--- src/design/scan_tap_pkg.sv ---
// Package with constants and types of the memory boundary-scan test port.
package scan_tap_pkg;

  // ----------------------------------------
  // Scan path lengths and the mode-high count for reset
  // ----------------------------------------
  localparam int IR_LEN       = 3;
  localparam int ID_LEN       = 32;
  localparam int RING_NARROW  = 51;
  localparam int RING_WIDE    = 70;
  localparam int RESET_TMS_N  = 5;

  // ----------------------------------------
  // Instruction codes
  // ----------------------------------------
  localparam logic [2:0] INS_EXTEST   = 3'h0;
  localparam logic [2:0] INS_IDCODE   = 3'h1;
  localparam logic [2:0] INS_SAMPLEZ  = 3'h2;
  localparam logic [2:0] INS_SAMPLE   = 3'h4;
  localparam logic [2:0] INS_BYPASS   = 3'h7;
  localparam logic [2:0] IR_RESET     = INS_IDCODE;
  localparam logic [1:0] IR_CAPTURE   = 2'h1;

  // ----------------------------------------
  // Identification field positions
  // ----------------------------------------
  localparam int ID_REV_LSB   = 28;
  localparam int ID_PART_LSB  = 24;
  localparam int ID_TYPE_LSB  = 18;
  localparam int ID_WD_LSB    = 12;
  localparam int ID_VEND_LSB  = 0;

  typedef enum logic [3:0] {
    ST_RESET   = 4'h0,
    ST_IDLE    = 4'h1,
    ST_SEL_DR  = 4'h2,
    ST_CAP_DR  = 4'h3,
    ST_SH_DR   = 4'h4,
    ST_EX1_DR  = 4'h5,
    ST_PA_DR   = 4'h6,
    ST_EX2_DR  = 4'h7,
    ST_UP_DR   = 4'h8,
    ST_SEL_IR  = 4'h9,
    ST_CAP_IR  = 4'hA,
    ST_SH_IR   = 4'hB,
    ST_EX1_IR  = 4'hC,
    ST_PA_IR   = 4'hD,
    ST_EX2_IR  = 4'hE,
    ST_UP_IR   = 4'hF
  } tap_state_t;

endpackage

--- src/design/scan_tap.sv ---
// Boundary-scan test access port of a pipelined memory, sampled on REF_CLK.
`timescale 1ns/1ns
`default_nettype none
module scan_tap
  import scan_tap_pkg::*;
#(
  parameter int          RING_LEN  = RING_WIDE,
  parameter logic [3:0]  ID_REV    = 4'h1,  // Arbitrary identity value.
  parameter logic [3:0]  ID_PART   = 4'h2,  // Arbitrary identity value.
  parameter logic [5:0]  ID_TYPE   = 6'h03, // Arbitrary identity value.
  parameter logic [5:0]  ID_WD     = 6'h04, // Arbitrary identity value.
  parameter logic [11:0] ID_VEND   = 12'h055 // Arbitrary identity value.
) (
  input  wire logic                REF_CLK,
  input  wire logic                RESETN,
  input  wire logic                CLK_EN,
  input  wire logic                TCK,
  input  wire logic                TMS,
  input  wire logic                TDI,
  input  wire logic [RING_LEN-1:0] PIN_RING,
  output var  logic                TDO,
  output var  logic                TDO_OE_N,
  output var  logic                MEM_FLOAT
);

  // ----------------------------------------
  // Pin synchronisers and edge detection
  // ----------------------------------------
  logic tck_s;
  logic tms_s;
  logic tdi_s;
  logic tck_prev_q;
  logic rise;
  logic fall;

  pin_sync u_tck (.clk(REF_CLK), .rst_n(RESETN), .ce(CLK_EN), .d(TCK), .q(tck_s));
  pin_sync u_tms (.clk(REF_CLK), .rst_n(RESETN), .ce(CLK_EN), .d(TMS), .q(tms_s));
  pin_sync u_tdi (.clk(REF_CLK), .rst_n(RESETN), .ce(CLK_EN), .d(TDI), .q(tdi_s));

  // The ring is a snapshot of pins in another clock domain, so it passes two stages as well.
  // A pin that moves during capture may be caught either way; the user must hold it steady.
  logic [RING_LEN-1:0] ring_meta_q;
  logic [RING_LEN-1:0] ring_sync_q;

  always_ff @(posedge REF_CLK or negedge RESETN) begin
    if (!RESETN) begin
      ring_meta_q <= '0;
      ring_sync_q <= '0;
    end else if (CLK_EN) begin
      ring_meta_q <= PIN_RING;
      ring_sync_q <= ring_meta_q;
    end
  end

  always_ff @(posedge REF_CLK or negedge RESETN) begin
    if (!RESETN) begin
      tck_prev_q <= 1'b0;
    end else if (CLK_EN) begin
      tck_prev_q <= tck_s;
    end
  end

  // Edges are seen two REF_CLK cycles late; TMS and TDI are delayed alike, so they line up.
  assign rise = CLK_EN & tck_s & ~tck_prev_q;
  assign fall = CLK_EN & ~tck_s & tck_prev_q;

  // ----------------------------------------
  // Sequencer
  // ----------------------------------------
  tap_state_t state_q;
  tap_state_t state_d;

  always_comb begin
    case (state_q)
      ST_RESET:  state_d = tms_s ? ST_RESET  : ST_IDLE;
      ST_IDLE:   state_d = tms_s ? ST_SEL_DR : ST_IDLE;
      ST_SEL_DR: state_d = tms_s ? ST_SEL_IR : ST_CAP_DR;
      ST_CAP_DR: state_d = tms_s ? ST_EX1_DR : ST_SH_DR;
      ST_SH_DR:  state_d = tms_s ? ST_EX1_DR : ST_SH_DR;
      ST_EX1_DR: state_d = tms_s ? ST_UP_DR  : ST_PA_DR;
      ST_PA_DR:  state_d = tms_s ? ST_EX2_DR : ST_PA_DR;
      ST_EX2_DR: state_d = tms_s ? ST_UP_DR  : ST_SH_DR;
      ST_UP_DR:  state_d = tms_s ? ST_SEL_DR : ST_IDLE;
      ST_SEL_IR: state_d = tms_s ? ST_RESET  : ST_CAP_IR;
      ST_CAP_IR: state_d = tms_s ? ST_EX1_IR : ST_SH_IR;
      ST_SH_IR:  state_d = tms_s ? ST_EX1_IR : ST_SH_IR;
      ST_EX1_IR: state_d = tms_s ? ST_UP_IR  : ST_PA_IR;
      ST_PA_IR:  state_d = tms_s ? ST_EX2_IR : ST_PA_IR;
      ST_EX2_IR: state_d = tms_s ? ST_UP_IR  : ST_SH_IR;
      ST_UP_IR:  state_d = tms_s ? ST_SEL_DR : ST_IDLE;
      default:   state_d = ST_RESET;
    endcase
  end

  // Five high mode samples reach ST_RESET from any state through this table.
  always_ff @(posedge REF_CLK or negedge RESETN) begin
    if (!RESETN) begin
      state_q <= ST_RESET;
    end else if (rise) begin
      state_q <= state_d;
    end
  end

  // ----------------------------------------
  // Instruction path
  // ----------------------------------------
  logic [IR_LEN-1:0] ir_shift_q;
  logic [IR_LEN-1:0] ir_q;

  always_ff @(posedge REF_CLK or negedge RESETN) begin
    if (!RESETN) begin
      ir_shift_q <= IR_RESET;
    end else if (rise) begin
      case (state_q)
        ST_CAP_IR: ir_shift_q <= {ir_shift_q[IR_LEN-1:2], IR_CAPTURE};
        ST_SH_IR:  ir_shift_q <= {tdi_s, ir_shift_q[IR_LEN-1:1]};
        default:   ir_shift_q <= ir_shift_q;
      endcase
    end
  end

  // The identity read is restored on the edge that enters reset, so a fifth high mode sample
  // from the farthest state already releases the memory outputs.
  always_ff @(posedge REF_CLK or negedge RESETN) begin
    if (!RESETN) begin
      ir_q <= IR_RESET;
    end else if (rise) begin
      if (state_d == ST_RESET) begin
        ir_q <= IR_RESET;
      end else if (state_q == ST_UP_IR) begin
        ir_q <= ir_shift_q;
      end
    end
  end

  // ----------------------------------------
  // Data paths
  // ----------------------------------------
  logic                skip_q;
  logic [ID_LEN-1:0]   id_q;
  logic [RING_LEN-1:0] ring_q;
  logic                use_ring;
  logic [ID_LEN-1:0]   id_word;

  // Reserved codes fall to the skip path; the controller must not load them.
  assign use_ring = (ir_q == INS_EXTEST) | (ir_q == INS_SAMPLEZ) | (ir_q == INS_SAMPLE);
  assign id_word  = {ID_REV, ID_PART, ID_TYPE, ID_WD, ID_VEND};

  always_ff @(posedge REF_CLK or negedge RESETN) begin
    if (!RESETN) begin
      skip_q <= 1'b0;
    end else if (rise) begin
      if (state_q == ST_CAP_DR) begin
        skip_q <= 1'b0;
      end else if (state_q == ST_SH_DR) begin
        skip_q <= tdi_s;
      end
    end
  end

  always_ff @(posedge REF_CLK or negedge RESETN) begin
    if (!RESETN) begin
      id_q <= '0;
    end else if (rise && (ir_q == INS_IDCODE)) begin
      if (state_q == ST_CAP_DR) begin
        id_q <= id_word;
      end else if (state_q == ST_SH_DR) begin
        id_q <= {tdi_s, id_q[ID_LEN-1:1]};
      end
    end
  end

  always_ff @(posedge REF_CLK or negedge RESETN) begin
    if (!RESETN) begin
      ring_q <= '0;
    end else if (rise && use_ring) begin
      if (state_q == ST_CAP_DR) begin
        ring_q <= ring_sync_q;
      end else if (state_q == ST_SH_DR) begin
        ring_q <= {tdi_s, ring_q[RING_LEN-1:1]};
      end
    end
  end

  // ----------------------------------------
  // Outputs
  // ----------------------------------------
  // The ring is never driven onto pins, so the update state has no effect on them.
  always_ff @(posedge REF_CLK or negedge RESETN) begin
    if (!RESETN) begin
      MEM_FLOAT <= 1'b0;
    end else if (CLK_EN) begin
      MEM_FLOAT <= (ir_q == INS_EXTEST) | (ir_q == INS_SAMPLEZ);
    end
  end

  always_ff @(posedge REF_CLK or negedge RESETN) begin
    if (!RESETN) begin
      TDO      <= 1'b0;
      TDO_OE_N <= 1'b1;
    end else if (fall) begin
      TDO_OE_N <= ~((state_q == ST_SH_DR) | (state_q == ST_SH_IR));
      if (state_q == ST_SH_IR) begin
        TDO <= ir_shift_q[0];
      end else if (use_ring) begin
        TDO <= ring_q[0];
      end else if (ir_q == INS_IDCODE) begin
        TDO <= id_q[0];
      end else begin
        TDO <= skip_q;
      end
    end
  end

endmodule
`default_nettype wire

--- src/design/pin_sync.sv ---
// Two-stage synchroniser for one asynchronous pin.
`timescale 1ns/1ns
`default_nettype none
module pin_sync (
  input  wire logic clk,
  input  wire logic rst_n,
  input  wire logic ce,
  input  wire logic d,
  output var  logic q
);
  logic meta_q;

  always_ff @(posedge clk or negedge rst_n) begin
    if (!rst_n) begin
      meta_q <= 1'b0;
      q      <= 1'b0;
    end else if (ce) begin
      meta_q <= d;
      q      <= meta_q;
    end
  end
endmodule
`default_nettype wire

--- config.mk ---
export PLATFORM = sky130hd
export DESIGN_NAME = scan_tap
export DESIGN_NICKNAME = d
export VERILOG_FILES = /design/src/design/scan_tap_pkg.sv /design/src/design/scan_tap.sv /design/src/design/pin_sync.sv
export SDC_FILE = /design/constraint.sdc
export NUM_CORES = 1
export LEC_CHECK = 0
export ABC_AREA = 1
export BUFFER_PORTS_ARGS = -buffer_cell sky130_fd_sc_hd__buf_2
export CORE_ASPECT_RATIO = 1.75
export CORE_MARGIN = 1.5
export CORE_UTILIZATION = 35
export DETAILED_ROUTE_END_ITERATION = 10
export PLACE_DENSITY = 0.52
export SLEW_MARGIN = 20
export SYNTH_ARGS = -nofsm -noshare
export SYNTH_HDL_FRONTEND = slang
export SYNTH_SLANG_ARGS = --single-unit
--- constraint.sdc ---
create_clock -name REF_CLK -period 1.6 [get_ports REF_CLK]
set_clock_uncertainty 0.05 [all_clocks]
set_input_delay 0.08 -clock REF_CLK [delete_from_list [all_inputs] [get_ports REF_CLK]]
set_output_delay 0.08 -clock REF_CLK [all_outputs]
set_load 0.005 [all_outputs]
Word level (Yosys, flattened, before mapping)
Cells that the tools add are included.
- equal/unequal tests: 18
- muxes and demuxes: 25
- bitwise operators: 11
- reduce and logical (&&, ||, !) cells: 17
- operators with widths (kind ; number):
    70-bit two-way mux ; 2
    32-bit two-way mux ; 2
    4-bit one-hot mux with 12 select lines ; 1
    4-bit == test (second input constant) ; 8
    4-bit by 3-bit == test with 1-bit output (second input constant) ; 4
    4-bit two-way mux ; 4
    3-bit two-way mux ; 4
    2-bit AND reduction ; 5
    4-bit by 2-bit == test with 1-bit output (second input constant) ; 2
    4-bit logical NOT ; 2
    1-bit two-way mux ; 8
    2-bit two-way mux ; 3
    3-bit one-hot mux with 2 select lines ; 1
    2-bit nonzero test ; 3
    1-bit AND ; 4
    4-bit by 1-bit == test with 1-bit output (second input constant) ; 1
    1-bit NOT ; 4
    2-bit OR reduction ; 2
    3-bit by 1-bit == test with 1-bit output (second input constant) ; 1
    3-bit by 2-bit == test with 1-bit output (second input constant) ; 1
    3-bit == test (second input constant) ; 1
    3-bit logical NOT ; 1
    1-bit bitwise OR ; 3
    3-bit AND reduction ; 1
    2 further kinds ; 3
- register bits: 263
- bits of input ports: 76
- output and inout port bits: 3

Depth between registers and ports, before layout
Gate-level depths: netlist of the first run.
- depth after elaboration: 6
- depth in mapped cells: 13
- mapped depth without buffers: 13

Cells and area by module
Synthesis of the first run repeated with hierarchy kept, for this count alone.
- cell total of the unflattened synthesis: 1282
- area, all modules: 10770.3 sq um
- by module, submodules not included (module ; times used ; cells an instance ; area each (sq um) ; sequential area each (sq um)):
    scan_tap ; 1 ; 1255 ; 10541.4 ; 6434.9
    pin_sync ; 3 ; 9 ; 76.3 ; 50.0

Worst setup path after synthesis of the first run
Ideal clock, no wire load.
- path type: register to register
- start: register state_q[1]
- end: register ir_q[1]
- setup time: 117 ps
- data arrival time: 1394 ps
- required time: 1433 ps
- setup slack: 39 ps
- stages on the path, launching flop included: 14
- path buffers: 1
- cell sequence: dfrtp_1 -> buf_4 -> nand2_2 -> inv_2 -> nand2_2 -> nand2_4 -> o21ai_1 -> nand2_1 -> nor2_1 -> nand3_2 -> nand2_2 -> nand2_2 -> nand2_1 -> nand2_1
- word-level cells in the longest chain between the ends: 6
- elaborated cells on any way between the ends: 24
- classes of those cells: 15 x eq/ne; 2 x mux; 7 x reduce/logical
- RTL lines (what ; RTL line ; RTL):
    start, declared ; scan_tap.sv:70 ; tap_state_t state_q;
    start signal, assigned ; scan_tap.sv:100 ; state_q <= state_d;
    4-bit == test, or another cell as far along ; scan_tap.sv:74, scan_tap.sv:130 ;
    3-bit OR reduction (no source line) / 2-bit OR reduction (equally long branches) ; - ;
    4-bit one-hot mux with 12 select lines ; scan_tap.sv:74 ; case (state_q)
    4-bit logical NOT ; scan_tap.sv:128 ; if (state_d == ST_RESET) begin
    2-bit nonzero test (no source line) ; - ;
    2-bit AND reduction (no source line) ; - ;
    end signal, assigned ; scan_tap.sv:131 ; ir_q <= ir_shift_q;
    end, declared ; scan_tap.sv:108 ; logic [IR_LEN-1:0] ir_q;
Several ways; a longest one is shown, not always the timed one.
A chain may end at the register's enable or synchronous reset.

Final worst setup path of the first run
- start: register state_q[0]
- end: register ir_q[1]
Same word-level chain as after synthesis.

==> summary.txt, run 1 <==
Placement
  – Dpl cells: 1727
  – Gpl congestion: 0.8339
  – Port bufs: 78
  – Post-DP HPWL: 14450 um

Critical path
  – CP endpoint kind: flip-flop
  – Worst reg2reg path depth: 12
  – R2R setup slack: -0.1 ns
  – Crit path launch type: flip-flop
  – Critical Path AT: 2.07 ns
  – Reg-to-reg endpoint: ir_q[1]$_DFFE_PN0P_
  – Worst Setup Path Type: flip-flop to flip-flop
  – Reg2Reg Launch Point: state_q[0]$_DFFE_PN0P_
  – CP Max Fanout: 6
  – Required @ worst endpoint: 1.97 ns

Logic synthesis
  – Register area share after synthesis: 60.96%
  – Post-Syn Area: 10800 um2
  – Most frequent cell after synthesis: nand2_1
  – Synth Area in XOR/XNOR: 0%
  – Synthesized instance count: 1288
  – Synthesized flop and latch total: 263
  – Yosys warns: 0
  – Cell taking the most area after synthesis: dfrtp_1
  – Largest family of logic cells by synthesized area: simple AND/OR/NAND/NOR gates
  – Avg Inst Size Synth: 8.387 um2
  – Compound-Gate Fraction of Synth Area: 6.660%
  – Net Count, Synth: 1364
  – Synth cell types: 30
  – Post-synthesis adder-cell area fraction: 0%
  – Asr flop ratio synth: 100.0%
  – Top cell type's share of synthesized area: 60.23%
  – Post-synth top cells: nand2_1 (673), dfrtp_1 (260), nor2_1 (105), a31oi_1 (70), clkbuf_1 (48)
  – Mux contribution to synthesized area: 0%
  – Post-synth EDFFs: 0
  – Synth area leaders: dfrtp_1 (60%), nand2_1 (23%), a31oi_1 (4.1%), nor2_1 (3.6%), o21ai_0 (2.1%)
  – Simple-gate share of the synthesized area: 28.36%
  – Primary FF master, synth: dfrtp_1

Routing
  – DRT antenna net count: 0
  – Drt wl/cell: 13.13 um
  – Initial DRC count: 540
  – Vias: 8675
  – Final wirelength: 24640 um
  – First drt pass iteration count: 5
  – Vias per Instance: 4.622
  – Number of remaining DRC errors: 0

Layout
  – Layout cells sized above 1: 15.91%
  – Syn-to-layout area delta: 30.16%
  – Nets: 1548
  – ANT cells: 0
  – Final Instance Count excl. Fillers: 1877

Clock tree
  – CTS buffer count: 25
  – Clock Pin Slew Worst Setup and Hold Paths: 0.06 ns
  – # H-tree levels: 1
  – Root Driver: clkbuf_16
  – TritonCTS clock tree: built
  – Max Root-Sink Buffers: 3
  – Worst-Skew Late Latency: 0.54 ns
  – TritonCTS Sinks: 263

STA
  – Worst slew pin tran: 0.4085 ns
  – Slew Limit Fails: 0
  – Max_slew headroom: 72.77%
  – Post-route setup slack: -0.09509 ns
  – Setup tns final: -3.686 ns
  – Peak Freq: 589.9 MHz
  – Unrepaired setup endpoints after global routing: yes
  – Final hold vios: 0
  – Final min period: 1.695 ns
  – Final Cycle Share: 105.9%
  – Setup-failing EPs final: 71

Power
  – Sequential share of power: 45.3%
  – Power Density: 1403 nW/um2
  – Cell internal pwr: 0.01370 W
  – NetSw: 0.006027 W
  – Worst VDD drop: 0.7460 mV
  – Sw Ratio: 30.55%
  – Gate power share: 25.0%
  – Leakage: 6.924 nW
  – Clock power share: 29.6%

Die
  – Initial Util: 35.81%
  – Die area: 31970 um2
  – # rows: 84
  – # IOs: 79
  – Die Height: 235.4 um
  – Die width: 135.8 um
  – Core footprint: 30160 um2

Global route
  – Grt ovf: 0
  – Largest net degree at the start of global routing: 91
  – Number of global-route vias before repair: 8813
  – GR Util All Layers: 16.24%
  – Initial antenna violation count: 0
  – First-pass GRT wire length: 42840 um

Run
  – Maximum capacitance violations: 0

Hold path
  – Type of the tightest min-delay check: input port to async pin

Outcome
  – Violated checks: negative setup slack
  – Status: finished, violations left
[critical path: stages, from the launching register on]
cell and delay, ns:
dfrtp_2 0.49, nand2_4 0.11, inv_4 0.05, nand2_4 0.09, nand2_4 0.08, nor2_2 0.07
nand3_1 0.11, nor2_2 0.14, nand3_2 0.12, nand2_2 0.09, nand2_2 0.07, nand2_1 0.06
nand2_1 0.05
[cell families (layout without fill, tap and decap cells)]
family | Yosys count | count (layout)
buf+inv | 101 | 303
simple gates | 800 | 800
flops | 263 | 263
compound gates | 124 | 124
[power by group through the flow]
stage          combinational [W]  sequential [W]  clock, W
4_1_cts                  0.00485         0.00893   0.00604
3_5_place_dp             0.00410         0.00898         0
6_report                 0.00494         0.00894   0.00585
5_1_grt                  0.00564         0.00913   0.00632
3_3_place_gp             0.00403         0.00896         0
2_1_floorplan            0.00284         0.00876         0
[state kept, by name (all words and copies together) (netlist names)]
signal and cells:
skip_q 1, u_tdi.meta_q 1, ir_shift_q 3, tck_prev_q 1
TDO_OE_N 1, MEM_FLOAT 1, u_tms.q 1, u_tms.meta_q 1
u_tck.meta_q 1, u_tdi.q 1, ir_q 3, id_q 32
ring_meta_q 70, u_tck.q 1, TDO 1, ring_sync_q 70
state_q 4, ring_q 70
[cells in the final DEF, fill, tap and decap left out, types with 4 or more instances in the layout]
cell / n
a31oi_1: 65
a31oi_4: 5
buf_12: 17
buf_16: 4
buf_2: 76
buf_4: 37
buf_6: 8
clkbuf_1: 10
clkbuf_16: 25
clkbuf_8: 6
dfrtp_1: 257
dlygate4sd3_1: 87
inv_1: 17
inv_2: 6
nand2_1: 666
nand2_2: 9
nand2_4: 5
nand3_1: 5
nor2_1: 88
nor2_2: 13
nor2_4: 7
o21ai_0: 46
[layout make-up]
class	instances	area [um2]
Fill cell	2970	16100
Sequential cell	263	6589
Multi-Input combinational cell	924	3978
Timing Repair Buffer	231	2100
Clock buffer	41	745.7
Tap cell	387	484.2
Inverter	27	113.9
Clock inverter	4	51.30
[per-layer routing]
layer | up-vias | global-route usage [%] | routed length [um]
met5 | - | 0 | 0
met1 | 4089 | 20.30 | 10930
met2 | 120 | 28.67 | 12310
met3 | 50 | 1.809 | 658
li1 | 4416 | - | -
met4 | 0 | 5.637 | 741
[per-stage QoR]
stage | hold slack (ns) | power [W] | util [%] | setup WS [ns] | instance area [um2]
6_report | 0.01409 | 0.01973 | 46.62 | -0.09509 | 14060
3_5_place_dp | -0.03337 | 0.01308 | 39.38 | -0.1472 | 11880
4_1_cts | 0.009910 | 0.01981 | 46.37 | -0.07280 | 13990
5_1_grt | 0.02585 | 0.02109 | 46.62 | -0.2261 | 14060
2_1_floorplan | -0.2656 | 0.01160 | - | 0.03861 | 10800
3_3_place_gp | -0.02919 | 0.01298 | 39.38 | -0.09450 | 11880
[worst max-delay path by stage]
stage / from / end / slack [ns]
floorplan: state_q[1]$_DFFE_PN0P_ / ir_q[1]$_DFFE_PN0P_ / 0.04
global placement: state_q[2]$_DFFE_PN0P_ / ring_q[51]$_DFFE_PN0P_ / -0.09
detailed placement: state_q[2]$_DFFE_PN0P_ / ring_q[51]$_DFFE_PN0P_ / -0.15
CTS: state_q[1]$_DFFE_PN0P_ / ir_q[1]$_DFFE_PN0P_ / -0.07
global route: state_q[1]$_DFFE_PN0P_ / ir_q[1]$_DFFE_PN0P_ / -0.23
finish: state_q[0]$_DFFE_PN0P_ / ir_q[1]$_DFFE_PN0P_ / -0.1
[timing repair]
action / 4_1_cts / 5_1_grt
setup buffers: 12 / 3
setup endpoints to repair: 96 / 109
resized for setup: 54 / 15
pin swaps: 16 / 12
endpoints found under the hold margin: 337 / 0
gates cloned: 4 / 0
hold buffers: 87 / 0
Power figures use the tool's default switching activity.
==> run 2, diff against run 1 <==
--- a/config.mk
+++ b/config.mk
@@ -15,4 +15,5 @@
 export SLEW_MARGIN = 20
 export SYNTH_ARGS = -nofsm -noshare
 export SYNTH_HDL_FRONTEND = slang
+export SYNTH_HIERARCHICAL = 1
 export SYNTH_SLANG_ARGS = --single-unit
==> summary.txt, run 2 <==
Die
  – Die area: 31880 um2 (-0.30%)
  – Die Height: 235.1 um (-0.15%)
  – Die width: 135.6 um (-0.15%)
  – Initial Util: 35.71% (-0.11 points)
  – # IOs: 79 (unchanged)
  – # rows: 84 (unchanged)
  – Core footprint: 30160 um2 (unchanged)

Layout
  – Layout cells sized above 1: 17.20% (+1.3 points)
  – Multi-input combinational cell area: 3968 um2 (-0.25%)
  – Commonest non-fill, non-tap cell in the layout: nand2_1
  – FF/Latch Area: 6590 um2 (about the same)
  – Fillcell total: 2981 (+0.37%)
  – Final core area utilization: 47.03% (+0.42 points)
  – ANT cells: 0 (unchanged)
  – Syn-to-layout area delta: 31.73%
  – Commonest non-fill, non-tap cells in the layout: nand2_1 (659), dfrtp_1 (256), nor2_1 (88)
  – Nets: 1546 (-0.13%)
  – Top Registers: ring_meta_q (70), ring_q (70), ring_sync_q (70)

Routing
  – Number of remaining DRC errors: 0 (unchanged)
  – Vias: 8763 (+1.0%)
  – Final wirelength: 25050 um (+1.7%)
  – Vias per Instance: 4.674 (+1.1%)
  – Initial DRC count: 438 (-19%)
  – DRT antenna net count: 0 (unchanged)
  – Drt wl/cell: 13.36 um (+1.8%)
  – First drt pass iteration count: 5 (unchanged)

Logic synthesis
  – Synthesized flop and latch total: 263 (unchanged)
  – Asr flop ratio synth: 100.0% (unchanged)
  – Cell taking the most area after synthesis: dfrtp_1
  – Net Count, Synth: 1358 (-0.44%)
  – Synth area leaders: dfrtp_1 (60%), nand2_1 (23%), a31oi_1 (4.1%), nor2_1 (3.5%), o21ai_0 (2.2%)
  – Top cell type's share of synthesized area: 60.41% (+0.18 points)
  – Primary FF master, synth: dfrtp_1
  – Synthesized instance count: 1282 (-0.47%)
  – Synth cell types: 29 (-3.3%)
  – Avg Inst Size Synth: 8.401 um2 (+0.17%)
  – Register area share after synthesis: 61.14% (+0.18 points)
  – Most frequent cell after synthesis: nand2_1
  – Post-synth EDFFs: 0 (unchanged)
  – Yosys warns: 6 (+6)
  – Post-Syn Area: 10770 um2 (-0.30%)
  – Post-synth top cells: nand2_1 (674), dfrtp_1 (260), nor2_1 (100), a31oi_1 (70), clkbuf_1 (49)

Global route
  – Initial antenna violation count: 0 (unchanged)
  – First-pass GRT wire length: 42300 um (-1.3%)
  – Grt ovf: 0 (unchanged)
  – Largest net degree at the start of global routing: 143 (+57%)
  – Number of global-route vias before repair: 8688 (-1.4%)
  – GR Util All Layers: 16.07% (-0.17 points)

Power
  – Sw Ratio: 29.95% (-0.60 points)
  – Sequential share of power: 44.2% (-1.1 points)
  – Leakage: 7.054 nW (+1.9%)
  – Power Density: 1415 nW/um2 (+0.84%)
  – Clock power share: 30.7% (+1.1 points)
  – Cell internal pwr: 0.01406 W (+2.6%)
  – NetSw: 0.006012 W (-0.25%)
  – Tot Pwr: 0.02007 W (+1.7%)
  – Worst VDD drop: 0.7005 mV (-6.1%)
  – Gate power share: 25.1% (about the same)

Placement
  – Post-DP HPWL: 13940 um (-3.5%)
  – Gpl congestion: 0.7956 (-4.6%)
  – Port bufs: 78 (unchanged)

Clock tree
  – # H-tree levels: 1 (unchanged)
  – TritonCTS clock tree: built
  – Worst-Skew Late Latency: 0.53 ns (about the same)
  – Max Root-Sink Buffers: 3 (unchanged)
  – Clock Pin Slew Worst Setup and Hold Paths: 0.07 ns (about the same)
  – TritonCTS Sinks: 263 (unchanged)
  – Root Driver: clkbuf_16
  – CTS buffer count: 24 (-4.0%)

Run
  – Maximum capacitance violations: 0 (unchanged)

Critical path
  – Slowest CP cell: dfrtp_2
  – Reg2Reg Launch Point: state_q[3]$_DFFE_PN0P_
  – Critical Path AT: 2.05 ns (-0.02 ns)
  – CP endpoint kind: flip-flop
  – Most used cell, CP: nand2_1
  – Critical Path Start: state_q[3]$_DFFE_PN0P_
  – Required @ worst endpoint: 1.97 ns (about the same)
  – Slowest stage delay, CP: 0.47 ns (-0.02 ns)
  – Worst path cell trace: nor2_4, buf_6, nand2_4, o21ai_2, nor2_2, nand2_1, nor2_2, nand3_2, nand2_2, nand2_2, nand2_1, nand2_1
  – Worst Setup Path Type: flip-flop to flip-flop
  – Crit path launch type: flip-flop
  – CP Max Fanout: 5 (-1)

STA
  – Final min period: 1.681 ns (-0.01452 ns)
  – Setup tns final: -3.304 ns (+0.3820 ns)
  – Worst slew pin tran: 0.7302 ns (+0.3217 ns)
  – Max_slew headroom: 51.32% (-21 points)
  – Unrepaired setup endpoints after global routing: yes
  – Hold_ws: 0.01784 ns (+0.003750 ns)
  – Setup-failing EPs final: 98 (+38%)
  – Peak Freq: 595.0 MHz (+0.86%)
  – Post-route setup slack: -0.08057 ns (+0.01452 ns)
  – Slew Limit Fails: 0 (unchanged)
  – Final hold vios: 0 (unchanged)
  – Final Cycle Share: 105.0% (-0.91 points)

Outcome
  – Violated checks: negative setup slack
  – Status: finished, violations left

Hold path
  – Hold Startpoint: CLK_EN
  – Type of the tightest min-delay check: input port to flip-flop
[run 2: final timing paths]
path,depth (start not counted),end,slack [ns]
worst max-delay path,12,ir_q[2]$_DFFE_PN0P_,-0.08
min in group asynchronous,3,ring_q[2]$_DFFE_PN0P_,0.12
max in group asynchronous,3,state_q[3]$_DFFE_PN0P_,0.33
worst max register to register,12,ir_q[2]$_DFFE_PN0P_,-0.08
worst min register to register,2,ring_meta_q[31]$_DFFE_PN0P_,0.42
worst min-delay path,4,u_tms/meta_q$_DFFE_PN0P_,0.02
[run 2: logic make-up (layout without fill, tap and decap cells)]
family / count (synthesis) / count (layout) / share of synthesized area, %
mux: 1 / 1 / 0.1045
buf+inv: 98 / 304 / 3.857
flops: 263 / 263 / 61.14
compound gates: 126 / 126 / 6.773
simple gates: 794 / 794 / 28.13
[run 2: power groups by stage]
stage / Clock (W) / Sequential (W) / Combinational (W)
2_1_floorplan: 0 / 0.00872 / 0.00274
3_3_place_gp: 0 / 0.00892 / 0.00404
3_5_place_dp: 0 / 0.00893 / 0.00411
4_1_cts: 0.00635 / 0.00887 / 0.00492
5_1_grt: 0.00660 / 0.00906 / 0.00572
6_report: 0.00616 / 0.00887 / 0.00505
[run 2: final cells by class]
class | count | share of cell area [%]
Multi-Input combinational cell | 921 | 27.97
Timing Repair Buffer | 235 | 15.49
Tap cell | 387 | 3.413
Sequential cell | 263 | 46.45
Clock inverter | 12 | 1.146
Clock buffer | 32 | 4.806
Inverter | 25 | 0.7320
[run 2: per-stage QoR]
step / instances / worst slack [ns] / instance area (um2)
2_1_floorplan: 1282 / 0.01102 / 10770
3_3_place_gp: 1723 / -0.1235 / 11890
3_5_place_dp: 1723 / -0.1555 / 11890
4_1_cts: 1868 / -0.05213 / 14010
5_1_grt: 1875 / -0.2192 / 14190
6_report: 1875 / -0.08057 / 14190
[run 2: repair_timing]
item                                   in CTS  in global routing
cloned                                      4                  6
setup buffers                              17                  2
hold buffers                               80                  0
endpoints found under the hold margin     343                  0
pin swaps                                  18                 11
setup endpoints to repair                  95                111
resized for setup                          59                 34
[run 2: routing by layer]
| layer | track usage, % | share of wire [%] | vias to the layer above |
|---|---|---|---|
| met5 | 0 | 0 | - |
| met3 | 1.942 | 2.7 | 53 |
| li1 | - | - | 4419 |
| met2 | 28.10 | 51 | 121 |
| met4 | 6.093 | 3.0 | 0 |
| met1 | 20.01 | 43 | 4170 |
[run 2: critical path, delay by kind of cell, from the launching register on]
kind / cells / cell delay [ns]
AO/OA/AOI/OAI: 1 / 0.06
AND/OR/NAND/NOR: 10 / 0.86
buffers and inverters: 1 / 0.13
flip-flops: 1 / 0.47
==> run 3, diff against run 2 <==
--- a/config.mk
+++ b/config.mk
@@ -8,7 +8,7 @@
 export ABC_AREA = 1
 export BUFFER_PORTS_ARGS = -buffer_cell sky130_fd_sc_hd__buf_2
 export CORE_ASPECT_RATIO = 1.75
-export CORE_MARGIN = 1.5
+export CORE_MARGIN = 5
 export CORE_UTILIZATION = 35
 export DETAILED_ROUTE_END_ITERATION = 10
 export PLACE_DENSITY = 0.52
@@ -17,3 +17,4 @@
 export SYNTH_HDL_FRONTEND = slang
 export SYNTH_HIERARCHICAL = 1
 export SYNTH_SLANG_ARGS = --single-unit
+export TNS_END_PERCENT = 20
==> summary.txt, run 3 (synthesized netlist as in run 2, its figures left out) <==
Layout
  – Fillcell total: 3025 (+1.5%)
  – Commonest non-fill, non-tap cells in the layout: nand2_1 (663), dfrtp_1 (257), dlygate4sd3_1 (82)
  – ANT cells: 0 (unchanged)
  – Final Instance Area: 14440 um2 (+1.8%)
  – Layout cells sized above 1: 19.12% (+1.9 points)
  – FF/Latch Area: 6589 um2 (about the same)
  – Top Registers: ring_meta_q (70), ring_q (70), ring_sync_q (70)
  – Nets: 1543 (-0.19%)
  – Commonest non-fill, non-tap cell in the layout: nand2_1
  – Multi-input combinational cell area: 4088 um2 (+3.0%)
  – Syn-to-layout area delta: 34.04%

STA
  – Worst slew pin tran: 0.3822 ns (-0.3480 ns)
  – Max_slew headroom: 74.52% (+23 points)
  – Unrepaired setup endpoints after global routing: yes
  – Slew Limit Fails: 0 (unchanged)
  – Post-route setup slack: -0.1159 ns (-0.03535 ns)
  – Setup-failing EPs final: 86 (-12%)
  – Final hold vios: 0 (unchanged)
  – Final Cycle Share: 107.2% (+2.2 points)
  – Peak Freq: 582.8 MHz (-2.1%)
  – Final min period: 1.716 ns (+0.03535 ns)

Clock tree
  – Root Driver: clkbuf_16
  – CTS buffer count: 25 (+4.2%)
  – Clock Pin Slew Worst Setup and Hold Paths: 0.07 ns (about the same)
  – Max Root-Sink Buffers: 3 (unchanged)
  – TritonCTS Sinks: 263 (unchanged)
  – TritonCTS clock tree: built
  – Worst-Skew Late Latency: 0.53 ns (about the same)
  – # H-tree levels: 1 (unchanged)

Routing
  – Vias per Instance: 4.647 (-0.58%)
  – Number of remaining DRC errors: 0 (unchanged)
  – Initial DRC count: 503 (+15%)
  – Vias: 8717 (-0.52%)
  – Drt wl/cell: 13.50 um (+1.1%)
  – Final wirelength: 25330 um (+1.1%)
  – First drt pass iteration count: 4 (-1)
  – DRT antenna net count: 0 (unchanged)

Placement
  – Port bufs: 78 (unchanged)
  – Post-Place Cell Area: 11890 um2 (about the same)
  – Post-Place Worst Slack: -0.1734 ns (-0.01787 ns)
  – Post-DP HPWL: 14620 um (+4.9%)
  – Gpl congestion: 0.7933 (-0.29%)

Global route
  – Grt ovf: 0 (unchanged)
  – Initial antenna violation count: 0 (unchanged)
  – Largest net degree at the start of global routing: 85 (-41%)
  – GR Util All Layers: 14.85% (-1.2 points)
  – First-pass GRT wire length: 43350 um (+2.5%)
  – Number of global-route vias before repair: 8969 (+3.2%)

Critical path
  – CP Max Fanout: 7 (+2)
  – Slowest CP cell: dfrtp_2
  – Crit path launch type: flip-flop
  – Worst path cell trace: buf_6, nor2_4, nand2_2, nand2_4, nand2_4, clkinvlp_4, buf_6, buf_12, nor2_2, a31oi_1
  – Required @ worst endpoint: 2.00 ns (+0.03 ns)
  – Reg2Reg Launch Point: state_q[3]$_DFFE_PN0P_
  – CP endpoint kind: flip-flop
  – R2R setup slack: -0.12 ns (-0.04 ns)
  – Largest delay share family, worst path: buffers and inverters
  – Worst path bufs/invs: 4 (+3)
  – Critical Path AT: 2.11 ns (+0.06 ns)
  – Worst Setup Path Type: flip-flop to flip-flop
  – Reg-to-reg endpoint: ring_q[17]$_DFFE_PN0P_
  – Worst reg2reg path depth: 10 (-2)
  – Slowest stage delay, CP: 0.46 ns (about the same)

Die
  – # rows: 85 (+1.2%)
  – Die width: 142.6 um (+5.2%)
  – Die area: 34520 um2 (+8.3%)
  – Die Height: 242.1 um (+3.0%)
  – Initial Util: 35.16% (-0.54 points)
  – # IOs: 79 (unchanged)
  – Core footprint: 30630 um2 (+1.5%)

Outcome
  – Status: finished, violations left
  – Violated checks: negative setup slack

Hold path
  – Type of the tightest min-delay check: input port to async pin

Power
  – Power Density: 1405 nW/um2 (-0.69%)
  – Leakage: 7.103 nW (+0.70%)
  – Worst VDD drop: 0.8343 mV (+19%)

Run
  – Maximum capacitance violations: 0 (unchanged)
==> run 3: cell count changes in the layout (fill, tap and decap cells not counted), sizes merged <==
| cell | before | now |
|---|---|---|
| buf | 153 | 143 |
| clkbuf | 35 | 42 |
| clkinv | 7 | 4 |
| dlygate4sd3 | 79 | 82 |
| bufinv | 4 | 3 |
| clkinvlp | 1 | 2 |
==> run 3: what timing repair did <==
action | in CTS | in global routing
hold endpoints to repair | 368 | 0
setup endpoints to repair | 106 | 110
gates cloned | 6 | 5
hold buffers | 83 | 0
pin swaps | 17 | 15
gates resized for setup | 88 | 56
buffers inserted | 10 | 2
==> run 3: area by class of cell <==
type                       instances  share of cell area (%)
sequential                       263                   45.64
multi-input combinational        921                   28.32
timing repair buffer             229                   15.49
clock buffer                      38                   5.296
tap                              391                   3.389
inverter                          25                  0.9014
clock inverter                     7                  0.8060
timing repair inverter             2                  0.1647
==> run 3: per-layer routing <==
layer	track usage [%]	part of all wire [%]	wire length, um	vias to the layer above
li1	-	-	-	4393
met1	18.99	43	10870	4150
met2	25.65	51	13040	121
met3	1.758	2.6	661	53
met4	5.372	3.0	768	0
met5	0	0	0	-
==> run 3: worst max-delay path by stage <==
stage | start | depth (start not counted) | endpoint | slack [ns]
after floorplan | state_q[0]$_DFFE_PN0P_ | 13 | ir_q[1]$_DFFE_PN0P_ | 0.01
after global placement | state_q[1]$_DFFE_PN0P_ | 13 | ir_q[1]$_DFFE_PN0P_ | -0.11
after detailed placement | state_q[1]$_DFFE_PN0P_ | 13 | ir_q[1]$_DFFE_PN0P_ | -0.17
after CTS | ir_q[0]$_DFFE_PN1P_ | 9 | ring_q[0]$_DFFE_PN0P_ | -0.12
after global routing | state_q[1]$_DFFE_PN0P_ | 13 | ir_q[2]$_DFFE_PN0P_ | -0.21
final | state_q[3]$_DFFE_PN0P_ | 10 | ring_q[17]$_DFFE_PN0P_ | -0.12
==> run 3: stage by stage <==
stage               power (W)  cells  utilization, %  TNS, ns  hold WS (ns)
finish                0.02029   1876           47.13   -4.008        0.1345
CTS                   0.02017   1869           46.12   -5.782        0.1147
floorplan             0.01146   1282               -        0       -0.2656
detailed placement    0.01293   1725           38.83   -9.532      -0.03552
global placement      0.01280   1725           38.83   -5.988      -0.03386
global route          0.02156   1876           47.13   -11.81        0.1350
==> run 3: report_power, final <==
| group | internal [W] | leakage (nW) | total (W) | switching, W |
|---|---|---|---|---|
| clock | 0.00377 | 0.432 | 0.00632 | 0.00255 |
| combinational | 0.00235 | 3.38 | 0.00494 | 0.00259 |
| sequential | 0.00806 | 3.29 | 0.00903 | 0.000969 |
